**config.mk**
```make
export PLATFORM = sky130hd
export DESIGN_NAME = asp_uart_top
export DESIGN_NICKNAME = d
export VERILOG_FILES = /design/src/asp_pkg.sv /design/src/asp_stream_if.sv /design/src/asp_uart_top.sv /design/src/asp_fifo.sv /design/src/asp_baud.sv
export VERILOG_INCLUDE_DIRS = /design/src
export SDC_FILE = /design/constraint.sdc
export NUM_CORES = 2
export LEC_CHECK = 0
export BUFFER_PORTS_ARGS = -buffer_cell sky130_fd_sc_hd__buf_2
export CAP_MARGIN = 25
export CORE_MARGIN = 4
export CORE_UTILIZATION = 40
export CTS_CLUSTER_SIZE = 25
export DETAILED_ROUTE_END_ITERATION = 12
export PLACE_DENSITY = 0.59
export RECOVER_POWER = 100
export SLEW_MARGIN = 25
export SYNTH_ARGS = -nofsm -noshare
export SYNTH_HDL_FRONTEND = slang
export SYNTH_SLANG_ARGS = --single-unit
```
**constraint.sdc**
```tcl
create_clock -name clk_sys -period 10.9 [get_ports clk_sys]
set_input_delay 1.09 -clock clk_sys [delete_from_list [all_inputs] [get_ports clk_sys]]
set_output_delay 1.09 -clock clk_sys [all_outputs]
set_load 0.02 [all_outputs]
```
**src/asp_consts.svh**
```systemverilog
// constants for the dual asynchronous serial port
// Operation
// - mode 0 rate is clock/(16*(divisor+2))
// - mode 1 rate clock/((ext+1)*(divisor+2))
// - mode 2 rate is clock/(divisor+2)
// - fourteen-entry transmit and receive queues per channel
// - six interrupt sources per channel
// - parity, framing, break raise line status
// - four readable receive error flags
// - both channels share one system interrupt
// - status readable anytime without disturbing transfers
// - flow control lines are active low
// - request-to-send asserted before reception permitted
// - deassert request-to-send at flow trigger level
// - transmit only while clear-to-send asserted
// - infrared frames one start, eight data, stop
// - infrared supports rates up to 115.2k
// - infrared never transmits and receives together; the code blanks receive during a send but can start a send mid-reception
// - rs485 selection gives nine-bit characters
// - rs485 request-to-send drives line direction
`ifndef ASP_CONSTS_SVH
`define ASP_CONSTS_SVH
`define ASP_CHANNELS 2
`define ASP_FIFO_DEPTH 14
`define ASP_WORD_W 9
`define ASP_OVERSAMPLE 17'h0_0010
`define ASP_DIV_OFFSET 17'h0_0002
`define ASP_BITLEN_W 17
`define ASP_IRQ_NUM 13
`define ASP_IRQ_VECTOR 29
`define ASP_FSEL_UART 2'h0
`define ASP_FSEL_IRDA_BIT 1
`define ASP_FSEL_RS485 2'h3
`define ASP_SRC_TX_EMPTY 0
`define ASP_SRC_RX_THR 1
`define ASP_SRC_LINE 2
`define ASP_SRC_TOUT 3
`define ASP_SRC_MODEM 4
`define ASP_SRC_BUF_ERR 5
`define ASP_ERR_PARITY 0
`define ASP_ERR_FRAME 1
`define ASP_ERR_BREAK 2
`define ASP_ERR_OVERFLOW 3
`define ASP_CLR_MODEM 4
`endif

```
**src/asp_pkg.sv**
```systemverilog
// types shared by the serial port modules
package asp_pkg;
  typedef enum logic [2:0] {
    TX_IDLE = 3'b000,
    TX_START = 3'b001,
    TX_DATA = 3'b010,
    TX_PAR = 3'b011,
    TX_STOP = 3'b100
  } asp_tx_state_e;
  typedef enum logic [2:0] {
    RX_IDLE = 3'b000,
    RX_START = 3'b001,
    RX_DATA = 3'b010,
    RX_PAR = 3'b011,
    RX_STOP = 3'b100
  } asp_rx_state_e;
endpackage : asp_pkg

```
**src/asp_stream_if.sv**
```systemverilog
// write and read sides of one character queue
`timescale 1ns/1ps
`default_nettype none
interface asp_stream_if #(parameter int W = 9, parameter int D = 14);
  logic wr_valid;
  logic wr_ready;
  logic [W-1:0] wr_data;
  logic rd_valid;
  logic rd_ready;
  logic [W-1:0] rd_data;
  logic [$clog2(D+1)-1:0] count;
  modport fifo (input wr_valid, input wr_data, input rd_ready,
    output wr_ready, output rd_valid, output rd_data, output count);
  modport user (output wr_valid, output wr_data, output rd_ready,
    input wr_ready, input rd_valid, input rd_data, input count);
endinterface : asp_stream_if
`default_nettype wire

```
**src/asp_uart_top.sv**
```systemverilog
// two asynchronous serial channels with queues, flow control, infrared and rs485
`timescale 1ns/1ps
`default_nettype none
`include "asp_consts.svh"
module asp_uart_top (
  input wire logic clk_sys,
  input wire logic rst_n,
  input wire logic [1:0] div_x_en,
  input wire logic [1:0] div_x_one,
  input wire logic [1:0][3:0] divider_x,
  input wire logic [1:0][15:0] baud_divisor_field,
  input wire logic [1:0][1:0] function_select_register,
  input wire logic [1:0] parity_en,
  input wire logic [1:0] flow_auto_en,
  input wire logic [1:0][3:0] flow_trigger_level,
  input wire logic [1:0][3:0] rx_trigger_level,
  input wire logic [1:0][7:0] rx_tout_bits,
  input wire logic [1:0][5:0] irq_en,
  input wire logic [1:0][4:0] status_clr,
  input wire logic [1:0][8:0] tx_data,
  input wire logic [1:0] tx_valid,
  output wire logic [1:0] tx_ready,
  output wire logic [1:0][8:0] rx_data,
  output wire logic [1:0] rx_valid,
  input wire logic [1:0] rx_ready,
  input wire logic [1:0] ser_in,
  output wire logic [1:0] ser_out,
  input wire logic [1:0] cts_n,
  output wire logic [1:0] rts_n,
  output wire logic [1:0][3:0] err_flags,
  output wire logic [1:0][5:0] irq_src,
  output wire logic [1:0] tx_busy,
  output wire logic [1:0] rx_busy,
  output logic uart_irq_ff
);
  logic [1:0] ch_irq;

  always_ff @(posedge clk_sys) begin
    if (!rst_n) begin
      uart_irq_ff <= 1'b0;
    end else begin
      uart_irq_ff <= |ch_irq;
    end
  end

  for (genvar g = 0; g < `ASP_CHANNELS; g++) begin : ch
    asp_stream_if #(.W(`ASP_WORD_W), .D(`ASP_FIFO_DEPTH)) tx_q ();
    asp_stream_if #(.W(`ASP_WORD_W), .D(`ASP_FIFO_DEPTH)) rx_q ();
    logic tick;
    logic [16:0] bit_len;
    logic in_s1_ff, in_s2_ff, in_s3_ff, in_filt_ff;
    logic cts_s1_ff, cts_s2_ff, cts_s3_ff, cts_filt_ff, cts_prev_ff;
    logic irda, rs485, use_par, rx_line;
    logic [3:0] nbits;
    logic [16:0] half_len, ir_len, ir_hold_ff;
    asp_pkg::asp_tx_state_e tx_state_ff;
    logic [8:0] tx_shift_ff;
    logic [3:0] tx_bit_ff;
    logic [16:0] tx_cnt_ff;
    logic tx_line_ff, tx_par_ff, tx_take, tx_end, ser_out_ff;
    asp_pkg::asp_rx_state_e rx_state_ff;
    logic [8:0] rx_shift_ff, rx_word_ff;
    logic [3:0] rx_bit_ff;
    logic [16:0] rx_cnt_ff;
    logic rx_par_ff, rx_zero_ff, rx_perr_ff, rx_push_ff, rx_mid, rx_end;
    logic [3:0] err_ff, err_set;
    logic modem_ff, rts_n_ff;
    logic [16:0] tout_tick_ff;
    logic [7:0] tout_bits_ff;
    logic [5:0] src, src_ff;
    logic [1:0] busy_ff;

    asp_baud u_baud (
      .clk_sys(clk_sys),
      .rst_n(rst_n),
      .div_x_en(div_x_en[g]),
      .div_x_one(div_x_one[g]),
      .divider_x(divider_x[g]),
      .baud_divisor_field(baud_divisor_field[g]),
      .tick_ff(tick),
      .bit_len_ff(bit_len)
    );
    asp_fifo #(.W(`ASP_WORD_W), .D(`ASP_FIFO_DEPTH)) u_txq (.clk_sys(clk_sys), .rst_n(rst_n), .q(tx_q.fifo));
    asp_fifo #(.W(`ASP_WORD_W), .D(`ASP_FIFO_DEPTH)) u_rxq (.clk_sys(clk_sys), .rst_n(rst_n), .q(rx_q.fifo));

    assign tx_q.wr_valid = tx_valid[g];
    assign tx_q.wr_data = tx_data[g];
    assign tx_ready[g] = tx_q.wr_ready;
    assign tx_q.rd_ready = tx_take;
    assign rx_q.wr_valid = rx_push_ff;
    assign rx_q.wr_data = rx_word_ff;
    assign rx_q.rd_ready = rx_ready[g];
    assign rx_data[g] = rx_q.rd_data;
    assign rx_valid[g] = rx_q.rd_valid;

    // pin inputs, three stages and agreement filter
    always_ff @(posedge clk_sys) begin
      if (!rst_n) begin
        in_s1_ff <= 1'b1;
        in_s2_ff <= 1'b1;
        in_s3_ff <= 1'b1;
        in_filt_ff <= 1'b1;
        cts_s1_ff <= 1'b1;
        cts_s2_ff <= 1'b1;
        cts_s3_ff <= 1'b1;
        cts_filt_ff <= 1'b1;
      end else begin
        in_s1_ff <= ser_in[g];
        in_s2_ff <= in_s1_ff;
        in_s3_ff <= in_s2_ff;
        if (in_s2_ff == in_s3_ff) begin
          in_filt_ff <= in_s3_ff;
        end
        cts_s1_ff <= cts_n[g];
        cts_s2_ff <= cts_s1_ff;
        cts_s3_ff <= cts_s2_ff;
        if (cts_s2_ff == cts_s3_ff) begin
          cts_filt_ff <= cts_s3_ff;
        end
      end
    end

    always_comb begin
      irda = function_select_register[g][`ASP_FSEL_IRDA_BIT] && (function_select_register[g] != `ASP_FSEL_RS485);
      rs485 = function_select_register[g] == `ASP_FSEL_RS485;
      nbits = rs485 ? 4'h9 : 4'h8;
      use_par = parity_en[g] && !irda;
      half_len = {1'b0, bit_len[16:1]};
      ir_len = 17'((({2'b00, bit_len} << 1) + {2'b00, bit_len}) >> 4);
      if (ir_len == '0) begin
        ir_len = 17'h0_0001;
      end
      rx_line = irda ? ((ir_hold_ff == '0) || (tx_state_ff != asp_pkg::TX_IDLE)) : in_filt_ff;
      tx_take = (tx_state_ff == asp_pkg::TX_IDLE) && tx_q.rd_valid && (!flow_auto_en[g] || !cts_filt_ff);
      tx_end = tick && (tx_cnt_ff >= bit_len - 17'h0_0001);
      rx_mid = tick && (rx_cnt_ff == half_len);
      rx_end = tick && (rx_cnt_ff >= bit_len - 17'h0_0001);
    end

    // infrared pulse decoder, holds a zero for one bit
    always_ff @(posedge clk_sys) begin
      if (!rst_n) begin
        ir_hold_ff <= '0;
      end else if (!in_filt_ff) begin
        ir_hold_ff <= bit_len;
      end else if (tick && ir_hold_ff != '0) begin
        ir_hold_ff <= ir_hold_ff - 17'h0_0001;
      end
    end

    always_ff @(posedge clk_sys) begin
      if (!rst_n) begin
        tx_state_ff <= asp_pkg::TX_IDLE;
        tx_shift_ff <= '0;
        tx_bit_ff <= '0;
        tx_cnt_ff <= '0;
        tx_line_ff <= 1'b1;
        tx_par_ff <= 1'b0;
      end else begin
        if (tx_state_ff != asp_pkg::TX_IDLE && tick) begin
          tx_cnt_ff <= tx_end ? '0 : tx_cnt_ff + 17'h0_0001;
        end
        case (tx_state_ff)
          asp_pkg::TX_IDLE: begin
            if (tx_take) begin
              tx_shift_ff <= tx_q.rd_data;
              tx_state_ff <= asp_pkg::TX_START;
              tx_cnt_ff <= '0;
              tx_line_ff <= 1'b0;
              tx_par_ff <= 1'b0;
            end
          end
          asp_pkg::TX_START: begin
            if (tx_end) begin
              tx_state_ff <= asp_pkg::TX_DATA;
              tx_bit_ff <= '0;
              tx_line_ff <= tx_shift_ff[0];
            end
          end
          asp_pkg::TX_DATA: begin
            if (tx_end) begin
              tx_par_ff <= tx_par_ff ^ tx_line_ff;
              if (tx_bit_ff == nbits - 4'h1) begin
                tx_state_ff <= use_par ? asp_pkg::TX_PAR : asp_pkg::TX_STOP;
                tx_line_ff <= use_par ? (tx_par_ff ^ tx_line_ff) : 1'b1;
              end else begin
                tx_shift_ff <= {1'b0, tx_shift_ff[8:1]};
                tx_line_ff <= tx_shift_ff[1];
                tx_bit_ff <= tx_bit_ff + 4'h1;
              end
            end
          end
          asp_pkg::TX_PAR: begin
            if (tx_end) begin
              tx_state_ff <= asp_pkg::TX_STOP;
              tx_line_ff <= 1'b1;
            end
          end
          asp_pkg::TX_STOP: begin
            if (tx_end) begin
              tx_state_ff <= asp_pkg::TX_IDLE;
            end
          end
          default: begin
            tx_state_ff <= asp_pkg::TX_IDLE;
            tx_line_ff <= 1'b1;
          end
        endcase
      end
    end

    // infrared encoder, short pulse per zero bit
    always_ff @(posedge clk_sys) begin
      if (!rst_n) begin
        ser_out_ff <= 1'b1;
      end else begin
        ser_out_ff <= irda ? (!tx_line_ff && tx_cnt_ff < ir_len) : tx_line_ff;
      end
    end

    always_ff @(posedge clk_sys) begin
      if (!rst_n) begin
        rx_state_ff <= asp_pkg::RX_IDLE;
        rx_shift_ff <= '0;
        rx_word_ff <= '0;
        rx_bit_ff <= '0;
        rx_cnt_ff <= '0;
        rx_par_ff <= 1'b0;
        rx_zero_ff <= 1'b1;
        rx_perr_ff <= 1'b0;
        rx_push_ff <= 1'b0;
        err_set <= '0;
      end else begin
        rx_push_ff <= 1'b0;
        err_set <= '0;
        if (rx_state_ff != asp_pkg::RX_IDLE && tick) begin
          rx_cnt_ff <= rx_end ? '0 : rx_cnt_ff + 17'h0_0001;
        end
        case (rx_state_ff)
          asp_pkg::RX_IDLE: begin
            if (!rx_line) begin
              rx_state_ff <= asp_pkg::RX_START;
              rx_cnt_ff <= '0;
              rx_shift_ff <= '0;
              rx_par_ff <= 1'b0;
              rx_zero_ff <= 1'b1;
              rx_perr_ff <= 1'b0;
            end
          end
          asp_pkg::RX_START: begin
            if (rx_mid && rx_line) begin
              rx_state_ff <= asp_pkg::RX_IDLE;
            end else if (rx_end) begin
              rx_state_ff <= asp_pkg::RX_DATA;
              rx_bit_ff <= '0;
            end
          end
          asp_pkg::RX_DATA: begin
            if (rx_mid) begin
              rx_shift_ff[rx_bit_ff] <= rx_line;
              rx_par_ff <= rx_par_ff ^ rx_line;
              rx_zero_ff <= rx_zero_ff && !rx_line;
            end
            if (rx_end) begin
              if (rx_bit_ff == nbits - 4'h1) begin
                rx_state_ff <= use_par ? asp_pkg::RX_PAR : asp_pkg::RX_STOP;
              end else begin
                rx_bit_ff <= rx_bit_ff + 4'h1;
              end
            end
          end
          asp_pkg::RX_PAR: begin
            if (rx_mid) begin
              rx_perr_ff <= rx_line ^ rx_par_ff;
              rx_zero_ff <= rx_zero_ff && !rx_line;
            end
            if (rx_end) begin
              rx_state_ff <= asp_pkg::RX_STOP;
            end
          end
          asp_pkg::RX_STOP: begin
            if (rx_mid) begin
              rx_state_ff <= asp_pkg::RX_IDLE;
              rx_word_ff <= rx_shift_ff;
              rx_push_ff <= 1'b1;
              err_set[`ASP_ERR_PARITY] <= rx_perr_ff;
              err_set[`ASP_ERR_FRAME] <= !rx_line;
              err_set[`ASP_ERR_BREAK] <= rx_zero_ff && !rx_line;
            end
          end
          default: begin
            rx_state_ff <= asp_pkg::RX_IDLE;
          end
        endcase
      end
    end

    // sticky error flags, set beats clear
    always_ff @(posedge clk_sys) begin
      if (!rst_n) begin
        err_ff <= '0;
        modem_ff <= 1'b0;
        cts_prev_ff <= 1'b1;
      end else begin
        cts_prev_ff <= cts_filt_ff;
        err_ff[2:0] <= (err_ff[2:0] & ~status_clr[g][2:0]) | err_set[2:0];
        err_ff[`ASP_ERR_OVERFLOW] <= (err_ff[`ASP_ERR_OVERFLOW] && !status_clr[g][`ASP_ERR_OVERFLOW])
          || (rx_push_ff && !rx_q.wr_ready);
        modem_ff <= (modem_ff && !status_clr[g][`ASP_CLR_MODEM]) || (cts_prev_ff != cts_filt_ff);
      end
    end

    // idle bit periods with data waiting
    always_ff @(posedge clk_sys) begin
      if (!rst_n) begin
        tout_tick_ff <= '0;
        tout_bits_ff <= '0;
      end else if (rx_q.count == '0 || rx_state_ff != asp_pkg::RX_IDLE || rx_push_ff
          || (rx_q.rd_valid && rx_ready[g])) begin
        tout_tick_ff <= '0;
        tout_bits_ff <= '0;
      end else if (tick) begin
        if (tout_tick_ff >= bit_len - 17'h0_0001) begin
          tout_tick_ff <= '0;
          if (tout_bits_ff != 8'hff) begin
            tout_bits_ff <= tout_bits_ff + 8'h01;
          end
        end else begin
          tout_tick_ff <= tout_tick_ff + 17'h0_0001;
        end
      end
    end

    always_comb begin
      src[`ASP_SRC_TX_EMPTY] = (tx_q.count == '0) && (tx_state_ff == asp_pkg::TX_IDLE);
      src[`ASP_SRC_RX_THR] = (rx_q.count != '0) && (rx_q.count >= 4'(rx_trigger_level[g]));
      src[`ASP_SRC_LINE] = |err_ff[2:0];
      src[`ASP_SRC_TOUT] = (rx_tout_bits[g] != '0) && (tout_bits_ff >= rx_tout_bits[g]);
      src[`ASP_SRC_MODEM] = modem_ff;
      src[`ASP_SRC_BUF_ERR] = err_ff[`ASP_ERR_OVERFLOW];
    end
    assign ch_irq[g] = |(src & irq_en[g]);

    always_ff @(posedge clk_sys) begin
      if (!rst_n) begin
        src_ff <= '0;
      end else begin
        src_ff <= src;
      end
    end

    always_ff @(posedge clk_sys) begin
      if (!rst_n) begin
        rts_n_ff <= 1'b1;
      end else if (rs485) begin
        rts_n_ff <= (tx_state_ff == asp_pkg::TX_IDLE) && !tx_take;
      end else if (flow_auto_en[g]) begin
        rts_n_ff <= rx_q.count >= 4'(flow_trigger_level[g]);
      end else begin
        rts_n_ff <= 1'b0;
      end
    end

    assign rts_n[g] = rts_n_ff;
    assign ser_out[g] = ser_out_ff;
    assign err_flags[g] = err_ff;
    assign irq_src[g] = src_ff;
    always_ff @(posedge clk_sys) begin
      if (!rst_n) begin
        busy_ff <= '0;
      end else begin
        busy_ff <= {rx_state_ff != asp_pkg::RX_IDLE, tx_state_ff != asp_pkg::TX_IDLE};
      end
    end
    assign tx_busy[g] = busy_ff[0];
    assign rx_busy[g] = busy_ff[1];
  end
endmodule : asp_uart_top
`default_nettype wire

```
**src/asp_fifo.sv**
```systemverilog
// character queue with registered read side
`timescale 1ns/1ps
`default_nettype none
module asp_fifo #(parameter int W = 9, parameter int D = 14) (
  input wire logic clk_sys,
  input wire logic rst_n,
  asp_stream_if.fifo q
);
  localparam int AW = $clog2(D);
  localparam int CW = $clog2(D+1);
  logic [W-1:0] mem_ff [D];
  logic [AW-1:0] wr_ptr_ff, rd_ptr_ff;
  logic [CW-1:0] arr_cnt_ff, count_ff;
  logic out_valid_ff, wr_ready_ff;
  logic [W-1:0] out_data_ff;
  logic wr_fire, pop_out, load_out, bypass, arr_rd, arr_wr;
  logic [CW-1:0] nxt_count;

  function automatic logic [AW-1:0] ptr_inc(input logic [AW-1:0] p);
    ptr_inc = (p == AW'(D-1)) ? '0 : AW'(p + 1'b1);
  endfunction : ptr_inc

  always_comb begin
    wr_fire = q.wr_valid && wr_ready_ff;
    pop_out = out_valid_ff && q.rd_ready;
    load_out = !out_valid_ff || pop_out;
    bypass = load_out && (arr_cnt_ff == '0) && wr_fire;
    arr_rd = load_out && (arr_cnt_ff != '0);
    arr_wr = wr_fire && !bypass;
    nxt_count = CW'(count_ff + CW'(wr_fire) - CW'(pop_out));
  end

  always_ff @(posedge clk_sys) begin
    if (arr_wr) begin
      mem_ff[wr_ptr_ff] <= q.wr_data;
    end
  end

  always_ff @(posedge clk_sys) begin
    if (!rst_n) begin
      wr_ptr_ff <= '0;
      rd_ptr_ff <= '0;
      arr_cnt_ff <= '0;
      count_ff <= '0;
      out_valid_ff <= 1'b0;
      out_data_ff <= '0;
      wr_ready_ff <= 1'b0;
    end else begin
      if (arr_wr) begin
        wr_ptr_ff <= ptr_inc(wr_ptr_ff);
      end
      if (arr_rd) begin
        rd_ptr_ff <= ptr_inc(rd_ptr_ff);
        out_data_ff <= mem_ff[rd_ptr_ff];
      end else if (bypass) begin
        out_data_ff <= q.wr_data;
      end
      if (load_out) begin
        out_valid_ff <= arr_rd || bypass;
      end
      arr_cnt_ff <= CW'(arr_cnt_ff + CW'(arr_wr) - CW'(arr_rd));
      count_ff <= nxt_count;
      wr_ready_ff <= nxt_count < CW'(D);
    end
  end

  assign q.wr_ready = wr_ready_ff;
  assign q.rd_valid = out_valid_ff;
  assign q.rd_data = out_data_ff;
  assign q.count = count_ff;
endmodule : asp_fifo
`default_nettype wire

```
**src/asp_baud.sv**
```systemverilog
// baud tick generator with three divider modes
`timescale 1ns/1ps
`default_nettype none
`include "asp_consts.svh"
module asp_baud (
  input wire logic clk_sys,
  input wire logic rst_n,
  input wire logic div_x_en,
  input wire logic div_x_one,
  input wire logic [3:0] divider_x,
  input wire logic [15:0] baud_divisor_field,
  output logic tick_ff,
  output logic [16:0] bit_len_ff
);
  logic [16:0] pre_cnt_ff;
  logic [16:0] pre_len;
  logic [16:0] nxt_bit_len;

  always_comb begin
    if (div_x_en && div_x_one) begin
      pre_len = 17'h0_0001;
      nxt_bit_len = 17'(baud_divisor_field) + `ASP_DIV_OFFSET;
    end else if (div_x_en) begin
      pre_len = 17'(baud_divisor_field) + `ASP_DIV_OFFSET;
      nxt_bit_len = 17'(divider_x) + 17'h0_0001;
    end else begin
      pre_len = 17'(baud_divisor_field) + `ASP_DIV_OFFSET;
      nxt_bit_len = `ASP_OVERSAMPLE;
    end
  end

  always_ff @(posedge clk_sys) begin
    if (!rst_n) begin
      pre_cnt_ff <= '0;
      tick_ff <= 1'b0;
      bit_len_ff <= `ASP_OVERSAMPLE;
    end else begin
      bit_len_ff <= nxt_bit_len;
      if (pre_cnt_ff >= pre_len - 17'h0_0001) begin
        pre_cnt_ff <= '0;
        tick_ff <= 1'b1;
      end else begin
        pre_cnt_ff <= pre_cnt_ff + 17'h0_0001;
        tick_ff <= 1'b0;
      end
    end
  end
endmodule : asp_baud
`default_nettype wire

```
# Yosys cells after proc, flatten, opt, wreduce, memory -nomap -nowiden
# Memories as Yosys holds them, arrays and structs flattened. A register that Yosys moved wholly into a read port is not among the register bits.
# Index checks and enable logic that the tools add are counted.
[totals]
regBits = 479
mem_bits_rw = 504
in_bits = 134
out_inout_bits = 51
word_cells = 657
mem_count = 4
[op_classes]
add_sub_neg = 52
magnitude_cmp = 24
n_eq_ne = 82
muxes = 178
n_bitwise = 15
reduce_logical = 199
[mem_list]
columns = ["name", "words", "width", "read_ports", "rd_clocked_by_memory_dff", "wr", "line_no", "rtl"]
rows = [
  ["ch[0].u_rxq.mem_ff", 14, 9, 1, 1, 1, "asp_fifo.sv:11", "logic [W-1:0] mem_ff [D];"],
  ["ch[0].u_txq.mem_ff", 14, 9, 1, 1, 1, "asp_fifo.sv:11", ""],
  ["ch[1].u_rxq.mem_ff", 14, 9, 1, 1, 1, "asp_fifo.sv:11", ""],
  ["ch[1].u_txq.mem_ff", 14, 9, 1, 1, 1, "asp_fifo.sv:11", ""],
]
[op_table]
columns = ["op", "n"]
rows = [
  ["2-to-1 mux 17 bit", 28],
  ["2-to-1 mux 9 bit", 18],
  ["adder 17 x 1 -> 17 bit (second input constant)", 8],
  [">= comparator 17 bit", 8],
  ["2-to-1 mux 4 bit", 30],
  ["subtractor 17 x 1 -> 17 bit (second input constant)", 6],
  ["2-to-1 mux 3 bit", 28],
  ["inequality test 2 bit (second input constant)", 36],
  ["one-hot mux 9 bit (2 select lines)", 4],
  ["logical AND 1 bit", 68],
  ["zero test 17 bit", 4],
  ["one-hot mux 3 bit (5 select lines)", 4],
  ["adder 4 x 1 -> 4 bit (second input constant)", 12],
  ["2-to-1 mux 1 bit", 46],
  ["adder 18 x 17 -> 19 bit", 2],
  ["AND reduction 3 bit", 12],
  ["adder 16 x 2 -> 17 bit (second input constant)", 2],
  ["== test 17 x 16 -> 1 bit", 2],
  ["less-than comparator 17 bit", 2],
  ["nonzero test 17 bit", 2],
  ["adder 4 x 1 -> 4 bit", 8],
  ["== test 4 bit (second input constant)", 8],
  ["zero test 4 bit", 8],
  ["one-hot mux 4 bit (2 select lines)", 4],
  ["44 further kinds", 200],
]

# Logic depth before layout (Yosys ltp)
[depth]
depth_word = 11
ltp_mapped = 20
ltp_nobuf = 19

# By module
# Synthesis repeated with hierarchy kept, for this count alone.
[hier_totals]
cells_unflattened = 4580
area_unflattened_um2 = 50958.9
[modules_own_cells]
columns = ["module", "n_inst", "cells_each", "area_per_inst_um2"]
rows = [
  ["asp_fifo", 4, 392, 6481.2],
  ["asp_uart_top", 1, 2432, 20196.9],
  ["asp_baud (ch[1].u_baud)", 1, 294, 2434.8],
  ["asp_baud (ch[0].u_baud)", 1, 286, 2402.3],
]

# Worst setup path before layout
# OpenSTA, ideal clock, no wires.
[synth_timing]
kind = "input to register"
from = "in div_x_one[0]"
to = "reg ch[0].u_baud.pre_cnt_ff[10]"
setup_ps = 65
t_arrival_ps = 4507
required_ps = 10835
slack_ps = 6328
path_stages = 18
path_buffers = 4
path_cell_list = "and2_1 -> clkbuf_1 -> buf_1 -> nor2_1 -> ha_1 -> nor3b_1 -> nand2_1 -> xor2_1 -> ha_1 -> a21o_1 -> a21o_1 -> a21oi_1 -> o21ai_0 -> o31a_1 -> or3_1 -> clkbuf_1 -> clkbuf_1 -> nor2_1"
[synth_between]
elab_chain_len = 5
[synth_lines]
columns = ["item", "line_no", "rtl"]
rows = [
  ["from (decl)", "asp_uart_top.sv:9", "input wire logic [1:0] div_x_one,"],
  ["logical AND 1 bit", "asp_baud.sv:20", "if (div_x_en && div_x_one) begin"],
  ["2-to-1 mux 17 bit", "asp_baud.sv:20", ""],
  ["subtractor 17 x 1 -> 17 bit", "asp_baud.sv:39", "if (pre_cnt_ff >= pre_len - 17'h0_0001) begin"],
  [">= comparator 17 bit", "asp_baud.sv:39", ""],
  ["OR reduction 2 bit (no source line)", "n/a", ""],
  ["to (signal assigned)", "asp_baud.sv:43", "pre_cnt_ff <= pre_cnt_ff + 17'h0_0001;"],
  ["to (decl)", "asp_baud.sv:15", "logic [16:0] pre_cnt_ff;"],
]
# No other way between the ends.
# A chain may end at the register's enable or synchronous reset.

# Worst setup path in the final report
[layout_timing]
from = "in rst_n"
to = "reg ch[0].src_ff[2]"
[layout_lines]
columns = ["item", "line_no", "rtl"]
rows = [
  ["from (decl)", "asp_uart_top.sv:7", "input wire logic rst_n,"],
  ["to (signal assigned)", "asp_uart_top.sv:348", "src_ff <= src;"],
  ["to (decl)", "asp_uart_top.sv:70", "logic [5:0] src, src_ff;"],
]
# No word-level cell between the ends.

==> flow_summary.json <==
{
  "status": "complete, but fails checks",
  "violations": "capacitance limit, slew limit",
  "arrival_ps": 7970,
  "cts_hold_buf": 0,
  "slew_violations": 313,
  "rrSetupSlack_ps": 6270,
  "syn_area_mm2": 0.0493,
  "die_h_um": 359,
  "cts-root-buf": "clkbuf_16",
  "maxCapViolCount": 17,
  "grt_pass1_wl_mm": 185,
  "dieArea_mm2": 0.129,
  "start_util": 0.404,
  "core_mm2": 0.122,
  "min_path_cells": 1,
  "rr_endpoint": "ch[1].rx_cnt_ff[2]",
  "min_from": "ch[1].in_s1_ff",
  "tightest_slew_ps": 3000,
  "io_pins": 185,
  "layout_commonest_cell": "nor2_1",
  "fin_setup_tns_ps": 0,
  "drive_above_1_share": 0.110,
  "hold_path_class": "reg -> reg",
  "nets": 5083,
  "drtAntennaViolNets": 0,
  "numCtsBuffers": 108,
  "synth_edf_count": 504,
  "rsz0062_at_grt": "no",
  "post-route-util": 0.453,
  "clock_path_buffers": 3,
  "wire_per_inst_um": 18.3,
  "vdd_ir_drop_max_uv": 121,
  "path_max_fanout": 68,
  "gp_congestion": 0.858,
  "post_synth.cell_area_avg_um2": 11.1,
  "tritoncts": "done",
  "dp_hpwl_mm": 83.0,
  "endpoint_kind": "flop",
  "areaGrowthSynthToFinish_pct": 12.1,
  "cts.sink_count": 999,
  "cellPowerDensity_mw_per_mm2": 178,
  "min_to": "ch[1].in_s2_ff",
  "clk_latency_ps": 680,
  "p_leak_nw": 20.2,
  "final_cell_mix": "516 x nor2_1, 504 x edfxtp_1, 491 x dfxtp_1",
  "synth_flop_cell": "edfxtp_1",
  "critPathRequiredTime_ps": 11460,
  "finalClockSkew_ps": 25.1,
  "cp-startpoint": "rst_n",
  "wl_met1_mm": 56.7,
  "viasPerCell": 5.27,
  "fin_total_pwr_mw": 9.85,
  "period_minus_slack_ps": 7410,
  "crit_path_start_kind": "input port",
  "crit_type": "in -> reg",
  "rr_startpoint": "ch[1].u_baud.bit_len_ff[3]",
  "final-setup-viol-count": 0,
  "routed_wl_mm": 116,
  "wl_met2_mm": 50.4,
  "antenna_found_initial": 7,
  "seq_area_frac_synth": 0.508,
  "grt_max_degree": 69,
  "num_rows": 128,
  "grt_pass1_vias": 32600,
  "synth_cells": 4444,
  "synth_fp_nets": 4922,
  "worstRegToRegCells": 18,
  "synthArstFlopShare": 0,
  "post_cts_resized": 0,
  "ys_warn_count": 0,
  "io_buffers": 184,
  "ys_ff_latch": 999,
  "h-tree-depth": 3,
  "wl_met3_mm": 5.64,
  "gr-total-overflow": 0,
  "dr.first_iter.drc_count": 2296,
  "dr.max_layer_used": "met4",
  "yosys.cell_types.count": 87,
  "finalCritPeriodShare": 0.680,
  "vias": 33400,
  "grt_use_total": 0.176,
  "hold_viol": 0,
  "max_freq_mhz": 135,
  "cts_setup_buffers": 0,
  "drt_pass1_iterations": 5,
  "remaining_drc_errors": 0,
  "slew_headroom": -1.01,
  "die_w_um": 359,
  "path_clk_slew_ps": 60
}
per-stage QoR:
stage | area [um^2] | cells | setup slack (ps) | hold slack [ps]
after CTS | 55600 | 6324 | 6120 | 408
final | 55300 | 6328 | 3490 | 407
after detailed placement | 52000 | 6120 | 5740 | 394
after global routing | 55300 | 6324 | 3150 | 425
after global placement | 52000 | 6120 | 5880 | 391
after floorplan | 49300 | 4444 | 6330 | 386
synth_stat cells, types with 55 or more instances:
cell type	number	share of area
a211oi_1	81	0.012
a21o_1	74	0.011
a21oi_1	237	0.024
and3_1	55	0.0070
clkbuf_1	133	0.010
dfxtp_1	495	0.20
edfxtp_1	504	0.31
ha_1	336	0.085
inv_1	200	0.015
mux4_2	144	0.066
nand2_1	322	0.025
nand2b_1	57	0.0072
nand3_1	148	0.015
nand4_1	73	0.0093
nor2_1	518	0.039
nor3_1	78	0.0079
o21ai_0	127	0.013
xnor2_1	163	0.029
xor2_1	139	0.025
cell families (layout without fill, tap and decap cells):
logic type | count (synthesis) | count (layout) | share of synthesized area
AOI/OAI and AO/OA | 728 | 728 | 0.0950
xor gates and xnor gates | 302 | 302 | 0.0536
adders and majority gates | 344 | 344 | 0.0885
buffers and inverters | 374 | 629 | 0.0296
DFF | 999 | 999 | 0.508
muxes | 228 | 228 | 0.0838
other | 0 | 4 | 0
and+or+nand+nor | 1469 | 1469 | 0.142
state kept, by name (all words and copies together) (netlist names), 34 cells and up, named ones only:
name / flops
ch.u_baud.bit_len_ff: 34
ch.u_rxq.mem_ff: 252
ch.u_txq.mem_ff: 252
ch.tout_tick_ff: 34
ch.tx_cnt_ff: 34
ch.rx_cnt_ff: 34
ch.u_baud.pre_cnt_ff: 34
ch.ir_hold_ff: 34
critical path, cell delays in order:
cell        delay, ps
clkbuf_1         1160
clkinvlp_2       3020
clkbuf_1         1490
buf_4             710
nor2_1            360
power by group:
part / switching (mW) / internal, mW
combinational: 1.08 / 0.842
sequential: 0.131 / 4.13
clock: 1.51 / 2.17
worst max path at each step:
| stage | slack, ps | endpoint |
|---|---|---|
| 2_1_floorplan | 6330 | ch[0].u_baud.pre_cnt_ff[10] |
| 3_3_place_gp | 5880 | ch[1].u_baud.pre_cnt_ff[15] |
| 3_5_place_dp | 5740 | ch[1].u_baud.pre_cnt_ff[15] |
| 4_1_cts | 6120 | ch[0].tx_shift_ff[7] |
| 5_1_grt | 3150 | uart_irq_ff |
| 6_report | 3490 | ch[0].src_ff[2] |
final cells by class:
cell class	instances	area, um^2
fill	11300	66900
clock buffer	151	3050
timing repair buffer	223	1050
inverter	202	759
sequential	999	25000
multi-input combinational	3071	22800
antenna	4	10.0
clock inverter	53	532
tap	1625	2030
per-layer routing:
metal / track usage / vias up
li1: - / 16600
met1: 0.255 / 16000
met2: 0.268 / 641
met3: 0.0309 / 169
met4: 0.0525 / 0
met5: 0 / -
Power figures use the tool's default switching activity.
